===== src/hdl/pulse_count_led_config_pkg.sv =====
// Summary of operation
// - latch count after pin high past timeout
// - counts 17 and up are address minus 17
// - counts 1 to 16 are data for address
// - address held across data writes
// - pin low past timeout forces shutdown
// - shutdown clears address, data registers to one
// - only addresses 0, 3, 4, 5 are mapped
// - address 0 sets common level on all channels
// - level code 1 full scale, 16 minimum
// - one scale active, 20 mA after start-up
// - address 3 data selects scale or low mode
// - low mode takes level from address 4
// - address 4 data sets low level
// - pump starts 1X, low cathode steps 1.5X
// - from 1.5X steps to 2X on low cathode
// - floating unused cathode leaves pump in 2X
// - pulse activity enables pump, values set currents
// - regulator enables independent of each other, pump
// - address 5 enables invert data minus one
package pulse_count_led_config_pkg;
   // timing
   localparam int unsigned CLK_MHZ = 20;
   localparam int unsigned LATCH_TIMEOUT_US = 500;
   localparam int unsigned OFF_TIMEOUT_US = 500;
   localparam int unsigned LATCH_TIMEOUT_CYC = LATCH_TIMEOUT_US * CLK_MHZ;
   localparam int unsigned OFF_TIMEOUT_CYC = OFF_TIMEOUT_US * CLK_MHZ;
   localparam int unsigned MODE_SETTLE_CYC = 16;
   localparam int unsigned TIMER_W = 14;
   // edge counter
   localparam int unsigned EDGE_W = 5;
   localparam logic [4:0] EDGE_MAX = 5'h1F;
   localparam logic [4:0] DATA_MAX_EDGES = 5'h10;
   localparam logic [4:0] ADDR_BASE_EDGES = 5'h11;
   // register offsets
   localparam logic [3:0] ADDR_COMMON_LEVEL = 4'h0;
   localparam logic [3:0] ADDR_SCALE = 4'h3;
   localparam logic [3:0] ADDR_LOW_LEVEL = 4'h4;
   localparam logic [3:0] ADDR_CHAN_EN = 4'h5;
   localparam logic [3:0] ADDR_RESET = 4'h0;
   // fields hold data minus one; data value 1 is field 0
   localparam logic [3:0] DATA_RESET_FIELD = 4'h0;
   localparam logic [3:0] SCALE_MAX_FIELD = 4'h3;
   localparam logic [3:0] LOW_MAX_FIELD = 4'h3;
   // current scale choices, data 1..4
   typedef enum logic [3:0] {
      SCALE_20MA = 4'h1,
      SCALE_30MA = 4'h2,
      SCALE_15MA = 4'h4,
      SCALE_LOW = 4'h8
   } scale_e;
   // charge pump gain
   typedef enum logic [2:0] {
      PUMP_1X = 3'h1,
      PUMP_1P5X = 3'h2,
      PUMP_2X = 3'h4
   } pump_mode_e;
   // link state
   typedef enum logic [1:0] {
      LINK_OFF = 2'h1,
      LINK_ON = 2'h2
   } link_state_e;
endpackage : pulse_count_led_config_pkg


===== src/hdl/pulse_count_led_config.sv =====
`timescale 1ns/10ps
`default_nettype none
module pulse_count_led_config #(
   parameter logic [13:0] LATCH_CYCLES =
      14'(pulse_count_led_config_pkg::LATCH_TIMEOUT_CYC),
   parameter logic [13:0] OFF_CYCLES =
      14'(pulse_count_led_config_pkg::OFF_TIMEOUT_CYC),
   parameter logic [13:0] SETTLE_CYCLES =
      14'(pulse_count_led_config_pkg::MODE_SETTLE_CYC)
) (
   input wire logic clk,
   input wire logic nrst,
   // single control pin from the host
   input wire logic ctrlPin,
   // cathode below pump_mode_threshold, one per channel
   input wire logic [3:0] cathodeLow,
   input wire logic regulatorAEnableIn,
   input wire logic regulatorBEnableIn,
   output logic pumpEnable,
   output pulse_count_led_config_pkg::pump_mode_e pumpMode,
   output pulse_count_led_config_pkg::scale_e scaleSel,
   output logic lowMode,
   output logic [3:0] levelCode,
   output logic [3:0] sinkCode,
   output logic [3:0] channelOn,
   output logic regulatorAOn,
   output logic regulatorBOn,
   output logic shutdown
);
   import pulse_count_led_config_pkg::*;

   // reset release synchroniser
   logic nrstMeta_r;
   logic nrstSync_r;
   // link state
   link_state_e state_r, state_nxt;
   logic pinPrev_r, pinPrev_nxt;
   logic [4:0] edgeCnt_r, edgeCnt_nxt;
   logic [13:0] highCnt_r, highCnt_nxt;
   logic [13:0] lowCnt_r, lowCnt_nxt;
   logic [3:0] addr_r, addr_nxt;
   // configuration fields, each data minus one
   logic [3:0] level_r, level_nxt;
   logic [3:0] scale_r, scale_nxt;
   logic [3:0] low_r, low_nxt;
   logic [3:0] chan_r, chan_nxt;
   // pump gain sequencing
   pump_mode_e pump_r, pump_nxt;
   logic [13:0] settle_r, settle_nxt;
   // output flops
   logic pumpEn_r, pumpEn_nxt;
   scale_e scaleOut_r, scaleOut_nxt;
   logic lowOut_r, lowOut_nxt;
   logic [3:0] levelOut_r, levelOut_nxt;
   logic [3:0] sinkOut_r, sinkOut_nxt;
   logic [3:0] chanOut_r, chanOut_nxt;
   logic regA_r, regA_nxt;
   logic regB_r, regB_nxt;
   logic off_r, off_nxt;
   // helpers
   logic rise;
   logic latchNow;
   logic offNow;
   logic [4:0] addrEdges;

   // reset: async assert, release through two flops
   always_ff @(posedge clk or negedge nrst) begin
      if (!nrst) begin
         nrstMeta_r <= 1'b0;
         nrstSync_r <= 1'b0;
      end else begin
         // release only after two clean edges
         nrstMeta_r <= 1'b1;
         nrstSync_r <= nrstMeta_r;
      end
   end

   // edge counting, timeouts, address and data decode
   always_comb begin
      // a rising edge is high now after low at the last edge
      rise = ctrlPin && !pinPrev_r;
      // high held for the full latch timeout with a count pending
      latchNow = ctrlPin && (highCnt_r == LATCH_CYCLES - 14'h0001) &&
         (edgeCnt_r != 5'h00);
      // low held for the full off timeout while active
      offNow = !ctrlPin && (lowCnt_r == OFF_CYCLES - 14'h0001) &&
         (state_r == LINK_ON);
      // address is the count less the base of seventeen
      addrEdges = edgeCnt_r - ADDR_BASE_EDGES;
      state_nxt = state_r;
      pinPrev_nxt = ctrlPin;
      edgeCnt_nxt = edgeCnt_r;
      highCnt_nxt = 14'h0000;
      lowCnt_nxt = 14'h0000;
      addr_nxt = addr_r;
      level_nxt = level_r;
      scale_nxt = scale_r;
      low_nxt = low_r;
      chan_nxt = chan_r;
      // high and low timers restart on each level change
      if (ctrlPin) begin
         // saturate so a long hold cannot latch twice
         if (highCnt_r != LATCH_CYCLES) begin
            highCnt_nxt = highCnt_r + 14'h0001;
         end else begin
            highCnt_nxt = highCnt_r;
         end
      end else begin
         // saturate so a long low cannot wrap around
         if (lowCnt_r != OFF_CYCLES) begin
            lowCnt_nxt = lowCnt_r + 14'h0001;
         end else begin
            lowCnt_nxt = lowCnt_r;
         end
      end
      // count rising edges, saturating
      if (rise) begin
         state_nxt = LINK_ON;
         // an overlong burst stays at the top count
         if (edgeCnt_r != EDGE_MAX) begin
            edgeCnt_nxt = edgeCnt_r + 5'h01;
         end
      end
      if (latchNow) begin
         // the burst is used up, the next one counts from zero
         edgeCnt_nxt = 5'h00;
         if (edgeCnt_r >= ADDR_BASE_EDGES) begin
            // address burst; unmapped ones are kept but write nothing
            addr_nxt = addrEdges[3:0];
         end else if (edgeCnt_r <= DATA_MAX_EDGES) begin
            // data burst to the held address, address stays
            case (addr_r)
               ADDR_COMMON_LEVEL: begin
                  // every level code is legal
                  level_nxt = 4'(edgeCnt_r - 5'h01);
               end
               ADDR_SCALE: begin
                  // data 5..16 is not a scale and is dropped
                  if (4'(edgeCnt_r - 5'h01) <= SCALE_MAX_FIELD) begin
                     scale_nxt = 4'(edgeCnt_r - 5'h01);
                  end
               end
               ADDR_LOW_LEVEL: begin
                  // data 5..16 is not a low level and is dropped
                  if (4'(edgeCnt_r - 5'h01) <= LOW_MAX_FIELD) begin
                     low_nxt = 4'(edgeCnt_r - 5'h01);
                  end
               end
               ADDR_CHAN_EN: begin
                  // every pattern from all on to all off is legal
                  chan_nxt = 4'(edgeCnt_r - 5'h01);
               end
               default: begin
                  // unmapped address, nothing changes
                  addr_nxt = addr_r;
               end
            endcase
         end
      end
      // shutdown clears the link state, count, address and every field to its start value
      if (offNow) begin
         state_nxt = LINK_OFF;
         edgeCnt_nxt = 5'h00;
         addr_nxt = ADDR_RESET;
         level_nxt = DATA_RESET_FIELD;
         scale_nxt = DATA_RESET_FIELD;
         low_nxt = DATA_RESET_FIELD;
         chan_nxt = DATA_RESET_FIELD;
      end
   end

   // link and configuration registers
   always_ff @(posedge clk or negedge nrstSync_r) begin
      if (!nrstSync_r) begin
         state_r <= LINK_OFF;
         pinPrev_r <= 1'b0;
         edgeCnt_r <= 5'h00;
         highCnt_r <= 14'h0000;
         lowCnt_r <= 14'h0000;
         addr_r <= ADDR_RESET;
         level_r <= DATA_RESET_FIELD;
         scale_r <= DATA_RESET_FIELD;
         low_r <= DATA_RESET_FIELD;
         chan_r <= DATA_RESET_FIELD;
      end else begin
         state_r <= state_nxt;
         pinPrev_r <= pinPrev_nxt;
         edgeCnt_r <= edgeCnt_nxt;
         highCnt_r <= highCnt_nxt;
         lowCnt_r <= lowCnt_nxt;
         addr_r <= addr_nxt;
         level_r <= level_nxt;
         scale_r <= scale_nxt;
         low_r <= low_nxt;
         chan_r <= chan_nxt;
      end
   end

   // pump gain: a cathode held low for the settle time steps up once
   always_comb begin
      pump_nxt = pump_r;
      // settle count restarts whenever no cathode is low
      settle_nxt = 14'h0000;
      if (state_r != LINK_ON) begin
         // pump off, next start is in 1X
         pump_nxt = PUMP_1X;
      end else if (|cathodeLow) begin
         // a floating unused pin stays low and walks up to 2X
         if (settle_r == SETTLE_CYCLES - 14'h0001) begin
            case (pump_r)
               PUMP_1X: begin
                  pump_nxt = PUMP_1P5X;
               end
               PUMP_1P5X: begin
                  pump_nxt = PUMP_2X;
               end
               PUMP_2X: begin
                  // top gain, nothing above it
                  pump_nxt = PUMP_2X;
               end
               default: begin
                  // unused code, restart from the lowest gain
                  pump_nxt = PUMP_1X;
               end
            endcase
         end else begin
            // not settled yet, keep counting
            settle_nxt = settle_r + 14'h0001;
         end
      end
   end

   // pump registers
   always_ff @(posedge clk or negedge nrstSync_r) begin
      if (!nrstSync_r) begin
         pump_r <= PUMP_1X;
         settle_r <= 14'h0000;
      end else begin
         pump_r <= pump_nxt;
         settle_r <= settle_nxt;
      end
   end

   // output decode from the stored fields
   always_comb begin
      pumpEn_nxt = (state_r == LINK_ON);
      off_nxt = (state_r != LINK_ON);
      // exactly one scale bit set at any time
      case (scale_r)
         4'h1: scaleOut_nxt = SCALE_30MA;
         4'h2: scaleOut_nxt = SCALE_15MA;
         4'h3: scaleOut_nxt = SCALE_LOW;
         default: scaleOut_nxt = SCALE_20MA;
      endcase
      // low mode is the last of the four scale choices
      lowOut_nxt = (scale_r == SCALE_MAX_FIELD);
      levelOut_nxt = level_r;
      // low mode takes its level from the low-current field
      sinkOut_nxt = lowOut_nxt ? low_r : level_r;
      // enables are the inverse of data minus one, channel 4 the msb
      // all channels go dark while the link is off
      chanOut_nxt = off_nxt ? 4'h0 : ~chan_r;
      // regulators follow their own pins only
      regA_nxt = regulatorAEnableIn;
      regB_nxt = regulatorBEnableIn;
   end

   // output flops
   always_ff @(posedge clk or negedge nrstSync_r) begin
      if (!nrstSync_r) begin
         // outputs come up dark, in shutdown, at the 20 mA scale
         pumpEn_r <= 1'b0;
         off_r <= 1'b1;
         scaleOut_r <= SCALE_20MA;
         lowOut_r <= 1'b0;
         levelOut_r <= DATA_RESET_FIELD;
         sinkOut_r <= DATA_RESET_FIELD;
         chanOut_r <= 4'h0;
         regA_r <= 1'b0;
         regB_r <= 1'b0;
      end else begin
         pumpEn_r <= pumpEn_nxt;
         off_r <= off_nxt;
         scaleOut_r <= scaleOut_nxt;
         lowOut_r <= lowOut_nxt;
         levelOut_r <= levelOut_nxt;
         sinkOut_r <= sinkOut_nxt;
         chanOut_r <= chanOut_nxt;
         regA_r <= regA_nxt;
         regB_r <= regB_nxt;
      end
   end

   // ports straight from flops
   assign pumpEnable = pumpEn_r;
   assign pumpMode = pump_r;
   assign scaleSel = scaleOut_r;
   assign lowMode = lowOut_r;
   assign levelCode = levelOut_r;
   assign sinkCode = sinkOut_r;
   assign channelOn = chanOut_r;
   assign regulatorAOn = regA_r;
   assign regulatorBOn = regB_r;
   assign shutdown = off_r;
endmodule : pulse_count_led_config
`default_nettype wire


===== config.mk =====
export PLATFORM = sky130hd
export DESIGN_NAME = pulse_count_led_config
export DESIGN_NICKNAME = d
export VERILOG_FILES = /design/src/hdl/pulse_count_led_config_pkg.sv /design/src/hdl/pulse_count_led_config.sv
export SDC_FILE = /design/constraint.sdc
export NUM_CORES = 1
export LEC_CHECK = 0
export BUFFER_PORTS_ARGS = -buffer_cell sky130_fd_sc_hd__buf_2
export CAP_MARGIN = 20
export CORE_ASPECT_RATIO = 0.7
export CORE_MARGIN = 10
export CORE_UTILIZATION = 40
export DETAILED_ROUTE_END_ITERATION = 16
export PLACE_DENSITY = 0.57
export SETUP_SLACK_MARGIN = 0.1
export SLEW_MARGIN = 20
export SYNTH_ARGS = -nofsm -noshare
export SYNTH_HDL_FRONTEND = slang
export SYNTH_SLANG_ARGS = --single-unit

===== constraint.sdc =====
create_clock -name clk -period 2.81 [get_ports clk]
set_clock_uncertainty 0.1 [all_clocks]
set_input_delay 0 -clock clk [delete_from_list [all_inputs] [get_ports clk]]
set_output_delay 0 -clock clk [all_outputs]
set_load 0.01 [all_outputs]

**After elaboration in Yosys (flattened, before gate mapping)**

Index checks and enable logic that the tools add are counted.

- Register bits: 96
- Latch bits: 0
- Bits in writable memories: 0
- ROM bits: 0
- Input port bits: 9
- Output and inout bits: 24
- Logic and storage cells: 128
- Memories kept: 0

- Add/sub/neg operators: 6
- $mul: 0
- Div/mod/pow operators: 0
- $lt $le $gt $ge: 3
- Eq/ne operators: 19
- Shifts and indexed selects: 0
- Mux-type cells: 44
- Bitwise logic cells: 1
- Reductions and logical operators: 32

Operators by type and width:

| operator | count |
|---|---|
| 4-bit two-way mux | 26 |
| 14-bit two-way mux | 7 |
| 14-bit by 1-bit adder with 14-bit output (second input constant) | 3 |
| 14-bit == test (second input constant) | 2 |
| 14-bit inequality test (second input constant) | 2 |
| 2-bit nonzero test | 12 |
| 5-bit two-way mux | 4 |
| 14-bit by 4-bit == test with 1-bit output (second input constant) | 1 |
| 4-bit by 2-bit == test with 1-bit output (second input constant) | 3 |
| 4-bit one-hot mux with 3 select lines | 1 |
| 5-bit AND reduction | 2 |
| 3-bit two-way mux | 3 |
| 4-bit by 3-bit == test with 1-bit output (second input constant) | 2 |
| 4-bit AND reduction | 2 |
| 4-bit by 1-bit subtractor with 4-bit output (second input constant) | 2 |
| 3-bit one-hot mux with 2 select lines | 1 |
| 2-bit AND reduction | 3 |
| 3-bit nonzero test | 2 |
| 5-bit by 1-bit adder with 5-bit output (second input constant) | 1 |
| 5-bit greater-or-equal comparator (second input constant) | 1 |
| 5-bit <= comparator (second input constant) | 1 |
| 1-bit logical AND | 5 |
| 5-bit inequality test (second input constant) | 1 |
| 5-bit nonzero test | 1 |
| other kinds (14) | 17 |

**Depth between registers and ports, before layout**

Gate-level depths: netlist (run 1).

- Depth in word-level cells: 8
- Mapped depth: 9
- Mapped depth without buffers: 7

**Worst setup path before layout (run 1)**

Ideal clock, no wire load.

- Path kind: register to register
- Start point: register edgeCnt_r[0]
- End point: register low_r[2]
- Library setup time: 120 ps
- Arrival: 2252 ps
- Data required time: 2590 ps
- Slack: 338 ps
- Stages on the path, launching flop included: 9
- Buffers on the path: 1
- Period minus slack after synthesis: 2472 ps
- Path through: dfrtp_1 -> clkbuf_1 -> inv_1 -> ha_1 -> or3b_1 -> a21oi_1 -> nand4_2 -> or4_1 -> and3_1

- Word-level cells in the longest chain between the ends: 7
- Elaborated cells between the ends (all ways): 17
- Classes of those cells: 1 x add/sub; 3 x order compare; 1 x eq/ne; 6 x mux; 6 x reduce/logical

Ends and longest elaborated chain:

| item | RTL line | source |
|---|---|---|
| start, declared | pulse_count_led_config.sv:38 | `logic [4:0] edgeCnt_r, edgeCnt_nxt;` |
| start signal, assigned | pulse_count_led_config.sv:188 | `edgeCnt_r <= edgeCnt_nxt;` |
| parallel branches: the longest is 7 deep, another holds 4-bit by 1-bit subtractor with 4-bit output | n/a |  |
| end signal, assigned | pulse_count_led_config.sv:194 | `low_r <= low_nxt;` |
| end, declared | pulse_count_led_config.sv:45 | `logic [3:0] low_r, low_nxt;` |

Parallel ways; which one is timed is not known. The select of a mux whose other input is x is not followed.
A chain may end at the register's enable or synchronous reset.

**Worst setup path in the final report (run 1)**

- Start point: register edgeCnt_r[1]
- End point: register low_r[2]

The elaborated chain is that of the path after synthesis.

==> metrics.md, run 1 <==
| Metric | Value |
|---|---|
| Status | finished, final reports clean |
| Clock tree sinks | 95 |
| Syn Nets | 428 |
| Gate Count Post-Synth | 410 |
| Crit path arrival time | 2650 ps |
| GPL Wtd Cong | 0.846 |
| Power Total | 3180 uW |
| Share of cells above drive strength 1 | 16.0% |
| Hold Crit Class | input port to register |
| # diodes | 0 |
| Total Wirelength | 8.22 mm |
| Die area | 0.0155 mm2 |
| Post-synthesis compound-gate area fraction | 5.67% |
| Final slew viol count | 0 |
| Post-Synth Adder-Cell Area | 2.59% |
| Yosys top cell by area | dfrtp_1 |
| Data required time of the worst path | 2930 ps |
| R2r endpoint | low_r[2]$_DFFE_PN0P_ |
| Final #Nets | 470 |
| CTS root buffer | clkbuf_16 |
| Antenna violations before repair | 0 |
| Cell Area, Synth | 0.00434 mm2 |
| Static leakage | 0.00238 uW |
| Grt total ovfl | 0 |
| VDD IR max | 0.338 mV |
| Post-synthesis register bit count | 95 |
| Crit Path Class | register to register |
| Vias | 2975 |
| Detailed placement HPWL | 5.90 mm |
| Area of the core | 0.0105 mm2 |
| Yosys Warn Count | 0 |
| Post-synth top area share | 52.4% |
| Post-Synth XOR/XNOR Area | 7.86% |
| Post-synth top cells | 91 x dfrtp_1, 58 x nor2_1, 24 x nand2_1 |
| Starting density of the core | 41.5% |
| CP cell instances | inv_1, ha_1, or3b_1, a21oi_1, nand4_2, or4_1, and3_1 |
| # fillers | 955 |
| Ys flop type | dfrtp_1 |
| Sequential fraction of the synthesis area | 54.8% |
| Crit path launch type | register |
| Post-synth EDFFs | 0 |
| CTS Buf Count | 9 |
| CTS tree | done |
| Reg2reg start | edgeCnt_r[1]$_DFFE_PN0P_ |
| Area grow syn2layout | 14.8% |
| IO Count | 33 |
| Global Route Usage Sum | 11.4% |
| Avg Cell Area, Syn | 10.6 um2 |
| Worst-path maximum fanout | 7 |
| Via-to-Cell Ratio | 5.07 |
| Top-count cell post-synth | dfrtp_1 |
| Setup Viol. Count Final | 0 |
| Post-synthesis mux area share | 3.80% |
| First drt pass iteration count | 4 |
| Clock tree buffer depth | 2 |
| Max-Cap Viols | 0 |
| CP endpoint kind | register |
| # DRC | 0 |
| Clock transition at path regs | 60 ps |
| Worst Hold Depth | 2 |
| First-pass GRT wire length | 14.4 mm |
| Die X | 145 um |
| Die height | 107 um |
| Critical path's slowest cell | or4_1 |
| Skew-Pair Late Insertion Delay | 330 ps |
| WHS Endpoint | pinPrev_r$_DFF_PN0_ |
| Library cells used by synthesis | 48 |
| Post-route clock period utilization | 90.0% |
| Initial DRC count | 138 |
| Largest net degree at the start of global routing | 36 |
| Fraction of the mapped netlist area in simple logic gates | 22.6% |
| PortBufs | 32 |
| Max Freq | 395 MHz |
| Async set-reset flop share out of synthesis | 100% |
| H-tree depth | 3 |
| Min-delay src | ctrlPin |
| Placed inst area | 0.00466 mm2 |
| Drt wl/cell | 14.0 um |
| Hold Vio Cnt, Final | 0 |
| Main combinational cell family by area after synthesis | simple AND/OR/NAND/NOR gates |
| Critical path launch point | edgeCnt_r[1]$_DFFE_PN0P_ |
| Setup TNS | 0 ps |
| Slew HR | 58.3% |
| Min Tclk post-route | 2530 ps |
| Slew of the pin with the lowest slew margin | 625 ps |
| Reg2Reg Depth | 7 |
| Critical path's largest stage delay | 520 ps |
| FP Rows | 31 |
| Pwr per Cell Area | 639 mW/mm2 |
| Final ANT Viol Nets | 0 |
| Finished layout cell area | 0.00499 mm2 |
| RSZ-0062 raised after global routing | false |
| Flop-to-flop setup slack | 280 ps |
| Synth top area cells | dfrtp_1 52%, nor2_1 5.0%, xor2_1 4.0%, xnor2_1 3.8%, mux2i_1 2.8% |
| Vias in the first global route | 2968 |
==> registers in the layout (all words and copies together) (netlist names), 2 cells and up <==
name,cells
sinkCode,4
pumpMode,3
edgeCnt_r,5
state_r,2
settle_r,14
low_r,4
scale_r,4
scaleSel,3
lowCnt_r,14
chan_r,4
levelCode,4
levelOut_nxt,4
channelOn,4
highCnt_r,14
addr_r,4
==> routing by layer <==
metal / track usage, % / vias up / wire length, um
met4: 3.09 / 0 / 87
met2: 16.4 / 41 / 3450
met3: 3.57 / 13 / 428
met1: 15.9 / 1440 / 4250
met5: 0 / - / 0
li1: - / 1481 / -
==> metrics by stage <==
stage               setup slack (ps)  std cells  hold slack [ps]  utilization (%)
detailed placement               313        567             -313             44.5
finish                           280        587             8.76             47.6
floorplan                        338        410             -396                -
global placement                 411        567             -315             44.5
CTS                              297        586             2.78             47.5
global route                     105        587             19.3             47.6
==> power by group <==
group	leakage [uW]	switching [uW]	internal, uW
sequential	0.00124	132	1460
clock	0.000123	492	591
combinational	0.00101	303	211
total	0.00238	927	2260
==> repair_timing <==
| action | in CTS | in global routing |
|---|---|---|
| gates resized for setup | 0 | 1 |
| hold endpoints to repair | 5 | 0 |
| setup endpoints to repair | 0 | 4 |
| buffers inserted | 0 | 1 |
| hold buffers | 5 | 0 |
==> cell families after synthesis <==
family                   after synthesis
AND/OR/NAND/NOR                      183
flip-flops                            95
AO/OA/AOI/OAI                         39
XOR/XNOR                              39
buffers and inverters                 28
multiplexers                          16
adder cells (fa/ha/maj)                9
other                                  1
==> area by class of cell <==
cell class | count | area, um2 | share of cell area [%]
Clock buffer | 9 | 225 | 4.52
Clock inverter | 5 | 37.5 | 0.753
Inverter | 15 | 56.3 | 1.13
Multi-Input combinational cell | 287 | 1850 | 37.2
Sequential cell | 95 | 2390 | 47.9
Tap cell | 132 | 165 | 3.31
Timing Repair Buffer | 44 | 263 | 5.27
==> how the worst max path moves through the flow <==
stage	slack (ps)	to
floorplan	340	low_r[2]$_DFFE_PN0P_
global placement	410	low_r[2]$_DFFE_PN0P_
detailed placement	310	low_r[2]$_DFFE_PN0P_
CTS	300	low_r[2]$_DFFE_PN0P_
global route	110	low_r[2]$_DFFE_PN0P_
finish	280	low_r[2]$_DFFE_PN0P_
==> placed cells by master (no fill, tap or decap), types with 4 or more instances in the layout <==
cell type and n:
nor2b_1 5, nand3b_1 5, nor3_1 6, nand2_1 24, or3_1 6, xor2_1 20
and2_1 9, inv_1 15, ha_1 9, mux2_2 4, buf_4 7, and3_1 18
o21ai_0 13, clkbuf_16 9, a21oi_1 15, nor4_1 4, dlygate4sd3_1 5, dfstp_2 4
xnor2_1 19, mux2i_1 12, nand4_1 15, nand2b_1 4, nand3_1 12, nor2_1 58
dfrtp_1 90, buf_2 32
==> critical path: cells and delay by family (launching register included) <==
family                   cells  cell delay (ps)
AND/OR/NAND/NOR              4             1330
flip-flops                   1              430
AO/OA/AOI/OAI                1              250
adder cells (fa/ha/maj)      1              210
buffers and inverters        1              100
Power figures use the tool's default switching activity.
==> run 2, diff against run 1 <==
--- a/config.mk
+++ b/config.mk
@@ -13,3 +13,3 @@
 export DETAILED_ROUTE_END_ITERATION = 16
-export PLACE_DENSITY = 0.57
+export PLACE_DENSITY = 0.63
 export SETUP_SLACK_MARGIN = 0.1
==> constraint.sdc (replaced) <==
create_clock -name clk -period 2.81 [get_ports clk]
set_clock_uncertainty 0.1 [all_clocks]
set_input_delay 0.281 -clock clk [delete_from_list [all_inputs] [get_ports clk]]
set_output_delay 0.281 -clock clk [all_outputs]
set_load 0.01 [all_outputs]
==> run 2 against run 1 <==
Effect of this change: via count decreased by 0.54%; sequential power barely moved; register-to-register slack is essentially flat; power up 3.4%; global-route usage down 0.15 points; clock power grew 11%; non-clock buffer count is 5 lower; die area is the same; critical path type unchanged; largest cell class unchanged; highest routed layer unchanged.
==> metrics.md, run 2 (synthesis gave the netlist of run 1 again) <==
| Metric | Value |
|---|---|
| Placed inst area | 0.00466 mm2 (about the same) |
| Critical path's slowest cell | or4_1 |
| Hold Crit Class | input port to async pin |
| First-pass GRT wire length | 14.2 mm (-1.2%) |
| Post-route clock period utilization | 90.3% (+0.26 points) |
| Slew of the pin with the lowest slew margin | 640 ps (+15.4 ps) |
| Via-to-Cell Ratio | 5.07 (about the same) |
| Starting density of the core | 41.5% (unchanged) |
| Regs by FF count | highCnt_r: 14 flops, lowCnt_r: 14 flops, settle_r: 14 flops |
| Total Wirelength | 8.27 mm (+0.58%) |
| PortBufs | 32 (unchanged) |
| Static leakage | 0.00239 uW (+0.34%) |
| Min Tclk post-route | 2540 ps (+7.43 ps) |
| First drt pass iteration count | 4 (unchanged) |
| Leading cell type in the layout, fill and taps excluded | dfrtp_1 |
| Pwr per Cell Area | 659 mW/mm2 (+3.2%) |
| Skew-Pair Late Insertion Delay | 340 ps (about the same) |
| Max Freq | 394 MHz (-0.29%) |
| Crit path buffers/inverters | 1 (unchanged) |
| Power Total | 3290 uW (+3.4%) |
| Crit path launch type | register |
| Clock tree buffer depth | 2 (unchanged) |
| Area of the core | 0.0105 mm2 (unchanged) |
| Die X | 145 um (unchanged) |
| GPL Wtd Cong | 0.850 (+0.54%) |
| Area grow syn2layout | 14.9% |
| Antenna violations before repair | 0 (unchanged) |
| RSZ-0062 raised after global routing | false |
| Most frequent cells in the layout | 90 x dfrtp_1, 58 x nor2_1, 32 x buf_2, 24 x nand2_1, 20 x xor2_1 |
| Clock tree sinks | 95 (unchanged) |
| Max-Cap Viols | 0 (unchanged) |
| Share of cells above drive strength 1 | 16.2% (+0.11 points) |
| CTS tree | done |
| Status | finished, final reports clean |
| Initial DRC count | 224 (+62%) |
| Final slew viol count | 0 (unchanged) |
| H-tree depth | 3 (unchanged) |
| CP cell instances | inv_1, ha_1, or3b_1, a21oi_2, nand4_2, or4_1, and3_1 |
| Critical path's largest stage delay | 540 ps (+20 ps) |
| Clock transition at path regs | 70 ps (about the same) |
| # DRC | 0 (unchanged) |
| Crit Path Class | register to register |
| Largest net degree at the start of global routing | 48 (+33%) |
| Data required time of the worst path | 2940 ps (about the same) |
| Setup TNS | 0 ps (unchanged) |
| IO Count | 33 (unchanged) |
| Crit path arrival time | 2670 ps (+20 ps) |
| CTS root buffer | clkbuf_16 |
| Grt total ovfl | 0 (unchanged) |
| Die height | 107 um (unchanged) |
| Finished layout cell area | 0.00499 mm2 (+0.13%) |
| Post-CTS Setup Bufs | 0 (unchanged) |
| Die area | 0.0155 mm2 (unchanged) |
| Final #Nets | 465 (-1.1%) |
| # fillers | 977 (+2.3%) |
| Final ANT Viol Nets | 0 (unchanged) |
| Hold Vio Cnt, Final | 0 (unchanged) |
| Top cell family by delay on the critical path | simple AND/OR/NAND/NOR gates |
| Setup Viol. Count Final | 0 (unchanged) |
| FP Rows | 31 (unchanged) |
| CP endpoint kind | register |
| Worst-path maximum fanout | 7 (unchanged) |
| Slew HR | 57.3% (-1.0 points) |
| CTS Buf Count | 9 (unchanged) |
| Global Route Usage Sum | 11.2% (-0.15 points) |
| Vias | 2959 (-0.54%) |
| # diodes | 0 (unchanged) |
| VDD IR max | 0.322 mV (-4.6%) |
| Drt wl/cell | 14.2 um (+1.1%) |
| Detailed placement HPWL | 5.89 mm (about the same) |
| Vias in the first global route | 2893 (-2.5%) |
[run 2: changes by cell type in the layout (fill, tap and decap cells not counted)]
| cell | previous run | this run |
|---|---|---|
| buf_4 | 7 | 3 |
| inv_6 | 0 | 3 |
| clkinvlp_4 | 2 | 0 |
| clkinv_4 | 2 | 1 |
| a2111oi_0 | 1 | 2 |
| dlygate4sd3_1 | 5 | 3 |
| a21oi_2 | 0 | 1 |
| inv_8 | 0 | 2 |
| a2111oi_1 | 1 | 0 |
| buf_12 | 0 | 1 |
| a21oi_1 | 15 | 14 |
| clkbuf_8 | 0 | 1 |
| clkinv_2 | 1 | 0 |
[run 2: worst paths after layout]
path	slack, ps	endpoint	from	cells past startpoint
max	270	low_r[2]$_DFFE_PN0P_	edgeCnt_r[1]$_DFFE_PN0P_	7
max reg2reg	270	low_r[2]$_DFFE_PN0P_	edgeCnt_r[1]$_DFFE_PN0P_	7
max in group asynchronous	1630	scaleSel[0]$_DFF_PN1_	nrstSync_r$_DFF_PN0_	1
min reg2reg	250	lowCnt_r[6]$_DFFE_PN0P_	nrstSync_r$_DFF_PN0_	0
min	150	nrstSync_r$_DFF_PN0_	nrst	2
min in group clk	250	nrstSync_r$_DFF_PN0_	nrstMeta_r$_DFF_PN0_	0
[run 2: worst reg2reg max path: stages (launching register included)]
cell and delay, ps:
dfrtp_1 440, inv_1 100, ha_1 210, or3b_1 450
a21oi_2 210, nand4_2 170, or4_1 540, and3_1 200
[run 2: area by class of cell]
cell class / count / area (um2) / share of cell area (%)
timing repair buffer: 39 / 233 / 4.66
sequential: 95 / 2390 / 47.8
tap: 132 / 165 / 3.31
clock buffer: 10 / 239 / 4.79
multi-input combinational: 287 / 1860 / 37.2
inverter: 15 / 56.3 / 1.13
clock inverter: 6 / 57.6 / 1.15
[run 2: repair_timing]
item                                    in CTS  in global routing
resized for setup                            0                  1
endpoints found under the setup margin       0                  2
hold endpoints to repair                     4                  0
hold buffers                                 3                  0
[run 2: layer usage]
| layer | GRT usage [%] | wire length, um | up-vias |
|---|---|---|---|
| met5 | 0 | 0 | - |
| met4 | 3.02 | 44 | 0 |
| met3 | 3.53 | 382 | 5 |
| met2 | 15.8 | 3440 | 43 |
| met1 | 16.1 | 4400 | 1427 |
| li1 | - | - | 1484 |
[run 2: power breakdown]
part           switching, uW  leakage (uW)  internal, uW
Combinational            290      0.000995           211
Clock                    551      0.000148           648
Sequential               137       0.00124          1450
Total                    978       0.00239          2310
[run 2: per-stage QoR]
stage	setup WS (ps)	util [%]	hold WS, ps	instances
floorplan	338	-	-115	410
global placement	416	44.5	-32.3	565
detailed placement	260	44.5	-31.2	565
CTS	248	47.6	140	584
global route	108	47.7	139	584
finish	272	47.7	149	584
==> run 3, diff against run 2 <==
--- a/config.mk
+++ b/config.mk
@@ -9,2 +9,4 @@
 export CAP_MARGIN = 20
+export CELL_PAD_IN_SITES_DETAIL_PLACEMENT = 1
+export CELL_PAD_IN_SITES_GLOBAL_PLACEMENT = 1
 export CORE_ASPECT_RATIO = 0.7
@@ -13,5 +15,5 @@
 export DETAILED_ROUTE_END_ITERATION = 16
-export PLACE_DENSITY = 0.63
+export PLACE_DENSITY = 0.75
 export SETUP_SLACK_MARGIN = 0.1
-export SLEW_MARGIN = 20
+export SLEW_MARGIN = 10
 export SYNTH_ARGS = -nofsm -noshare
--- a/constraint.sdc
+++ b/constraint.sdc
@@ -4,2 +4,2 @@
 set_output_delay 0.281 -clock clk [all_outputs]
-set_load 0.01 [all_outputs]
+set_load 0.02 [all_outputs]
==> run 3 against run 2 <==
Effect of this change: die area is the same; sequential share of layout area down 0.14 points; register-to-register slack lost 40 ps; power grew 4.1%; cell area increased by 0.30%; maximum frequency fell by 1.5%; hold slack lost 12 ps; critical path type unchanged; critical endpoint unchanged.
==> metrics.md, run 3 (synthesis gave the netlist of run 1 again) <==
| Metric | Value |
|---|---|
| CP endpoint kind | register |
| Setup Viol. Count Final | 0 (unchanged) |
| Clock transition at path regs | 70 ps (about the same) |
| Clock tree buffer depth | 2 (unchanged) |
| Static leakage | 0.00239 uW (+0.22%) |
| # resized after CTS | 0 (unchanged) |
| Final slew viol count | 0 (unchanged) |
| Slew HR | 55.1% (-2.2 points) |
| Most frequent cells in the layout | 90 x dfrtp_1, 58 x nor2_1, 32 x buf_2, 24 x nand2_1, 20 x xor2_1 |
| Area of the core | 0.0105 mm2 (unchanged) |
| Data required time of the worst path | 2950 ps (about the same) |
| Pwr per Cell Area | 684 mW/mm2 (+3.7%) |
| Layout Utilization | 47.8% (+0.14 points) |
| Switching pwr | 975 uW (-0.31%) |
| Hold Vio Cnt, Final | 0 (unchanged) |
| CTS root buffer | clkbuf_16 |
| Fin cells | 584 (unchanged) |
| Worst-path maximum fanout | 7 (unchanged) |
| PortBufs | 32 (unchanged) |
| Regs by FF count | highCnt_r: 14 flops, lowCnt_r: 14 flops, settle_r: 14 flops |
| Met3 WL post-DR | 360 um (-5.8%) |
| Final ANT Viol Nets | 0 (unchanged) |
| Initial DRC count | 118 (-47%) |
| Sw Ratio | 28.5% (-1.2 points) |
| IO Count | 33 (unchanged) |
| Slew of the pin with the lowest slew margin | 667 ps (+26.9 ps) |
| Clock Power Share | 38.0% (+1.6 points) |
| Die area | 0.0155 mm2 (unchanged) |
| Detailed placement HPWL | 6.64 mm (+13%) |
| Starting density of the core | 41.5% (unchanged) |
| Drt wl/cell | 16.1 um (+13%) |
| Crit path launch type | register |
| Met1 Wirelength | 4.63 mm (+5.4%) |
| Min Tclk post-route | 2580 ps (+39.5 ps) |
| Global Route Usage Sum | 13.2% (+2.0 points) |
| Max-Cap Viols | 0 (unchanged) |
| Hold Crit Class | input port to async pin |
| RSZ-0062 raised after global routing | true |
| Via-to-Cell Ratio | 5.23 (+3.2%) |
| Sequential Power Share | 46.6% (-1.7 points) |
| Comb power frac | 15.3% (about the same) |
| Clock tree sinks | 95 (unchanged) |
| Die X | 145 um (unchanged) |
| Status | finished, final reports clean |
| Highest routed layer | met4 |
| Setup TNS | 0 ps (unchanged) |
| CTS Buf Count | 9 (unchanged) |
| Die height | 107 um (unchanged) |
| Skew-Pair Late Insertion Delay | 350 ps (about the same) |
| Share of cells above drive strength 1 | 15.5% (-0.66 points) |
| Antenna violations before repair | 0 (unchanged) |
| Post-route clock period utilization | 91.7% (+1.4 points) |
| # DRC | 0 (unchanged) |
| Final #Nets | 465 (unchanged) |
| Crit path arrival time | 2710 ps (+40 ps) |
| Met2 Routed Length | 4.24 mm (+23%) |
| Vias | 3053 (+3.2%) |
| First drt pass iteration count | 4 (unchanged) |
| Max Freq | 388 MHz (-1.5%) |
| Vias in the first global route | 3259 (+13%) |
| Cells after DPL | 565 (unchanged) |
| # diodes | 0 (unchanged) |
| VDD IR max | 0.372 mV (+15%) |
| Grt total ovfl | 0 (unchanged) |
| H-tree depth | 3 (unchanged) |
| CTS tree | done |
| Area grow syn2layout | 15.3% |
| Internal Power | 2450 uW (+5.9%) |
| Crit Path Class | register to register |
| Largest net degree at the start of global routing | 54 (+13%) |
| Total Wirelength | 9.38 mm (+13%) |
| Reg2Reg Depth | 7 (unchanged) |
| Leading cell type in the layout, fill and taps excluded | dfrtp_1 |
| GPL Wtd Cong | 0.821 (-3.5%) |
| First-pass GRT wire length | 16.4 mm (+15%) |
| FP Rows | 31 (unchanged) |
[run 3: cell count changes in the layout (fill, tap and decap cells not counted)]
cell	change
clkbuf_8	-1
inv_6	-2
inv_8	-2
clkbuf_1	+2
a21oi_1	+1
a21oi_2	-1
clkinv_2	+1
bufinv_16	+2
[run 3: per-layer routing]
layer	GRT usage (%)	vias up
li1	-	1480
met1	17.1	1528
met2	20.3	35
met3	3.88	10
met4	4.96	0
met5	0	-
[run 3: through the flow]
step           total power, uW  setup WS, ps  instance area (um2)  hold WS (ps)
2_1_floorplan             1970           338                 4350          -115
3_3_place_gp              2110           406                 4660         -31.5
3_5_place_dp              2140           272                 4660         -31.7
4_1_cts                   3470           245                 5010           134
5_1_grt                   3620          92.8                 5010           130
6_report                  3430           233                 5010           137
[run 3: power groups by stage]
stage	Sequential, uW	Combinational (uW)	Clock, uW
global placement	1610	497	0
global route	1620	601	1400
floorplan	1570	397	0
CTS	1600	531	1340
detailed placement	1620	520	0
finish	1600	525	1300
[run 3: path summary, 6_finish.rpt]
kind	from	endpoint	slack, ps
max in group asynchronous	nrstSync_r$_DFF_PN0_	scaleSel[0]$_DFF_PN1_	1660
min reg2reg	nrstSync_r$_DFF_PN0_	lowCnt_r[0]$_DFFE_PN0P_	230
max	edgeCnt_r[1]$_DFFE_PN0P_	low_r[2]$_DFFE_PN0P_	230
max reg2reg	edgeCnt_r[1]$_DFFE_PN0P_	low_r[2]$_DFFE_PN0P_	230
min in group clk	ctrlPin	pinPrev_r$_DFF_PN0_	160
min	nrst	nrstSync_r$_DFF_PN0_	140
[run 3: timing repair]
item,in CTS,in global routing
endpoints found under the setup margin,0,2
endpoints found under the hold margin,4,0
hold buffers,3,0
buffers inserted,0,0
[run 3: critical path, stage by stage, from the launching register on]
cell and delay (ps):
dfrtp_1 440, inv_1 100, ha_1 230, or3b_1 430, a21oi_1 240, nand4_2 180
or4_1 540, and3_1 210
[run 3: layout make-up]
cell class,count,area (um2)
multi-input cells,287,1850
well taps,132,165
clock buffers,11,233
repair buffers,39,233
fillers,1138,5470
flip-flops and latches,95,2390
clock inverters,5,82.6
inverters,15,56.3
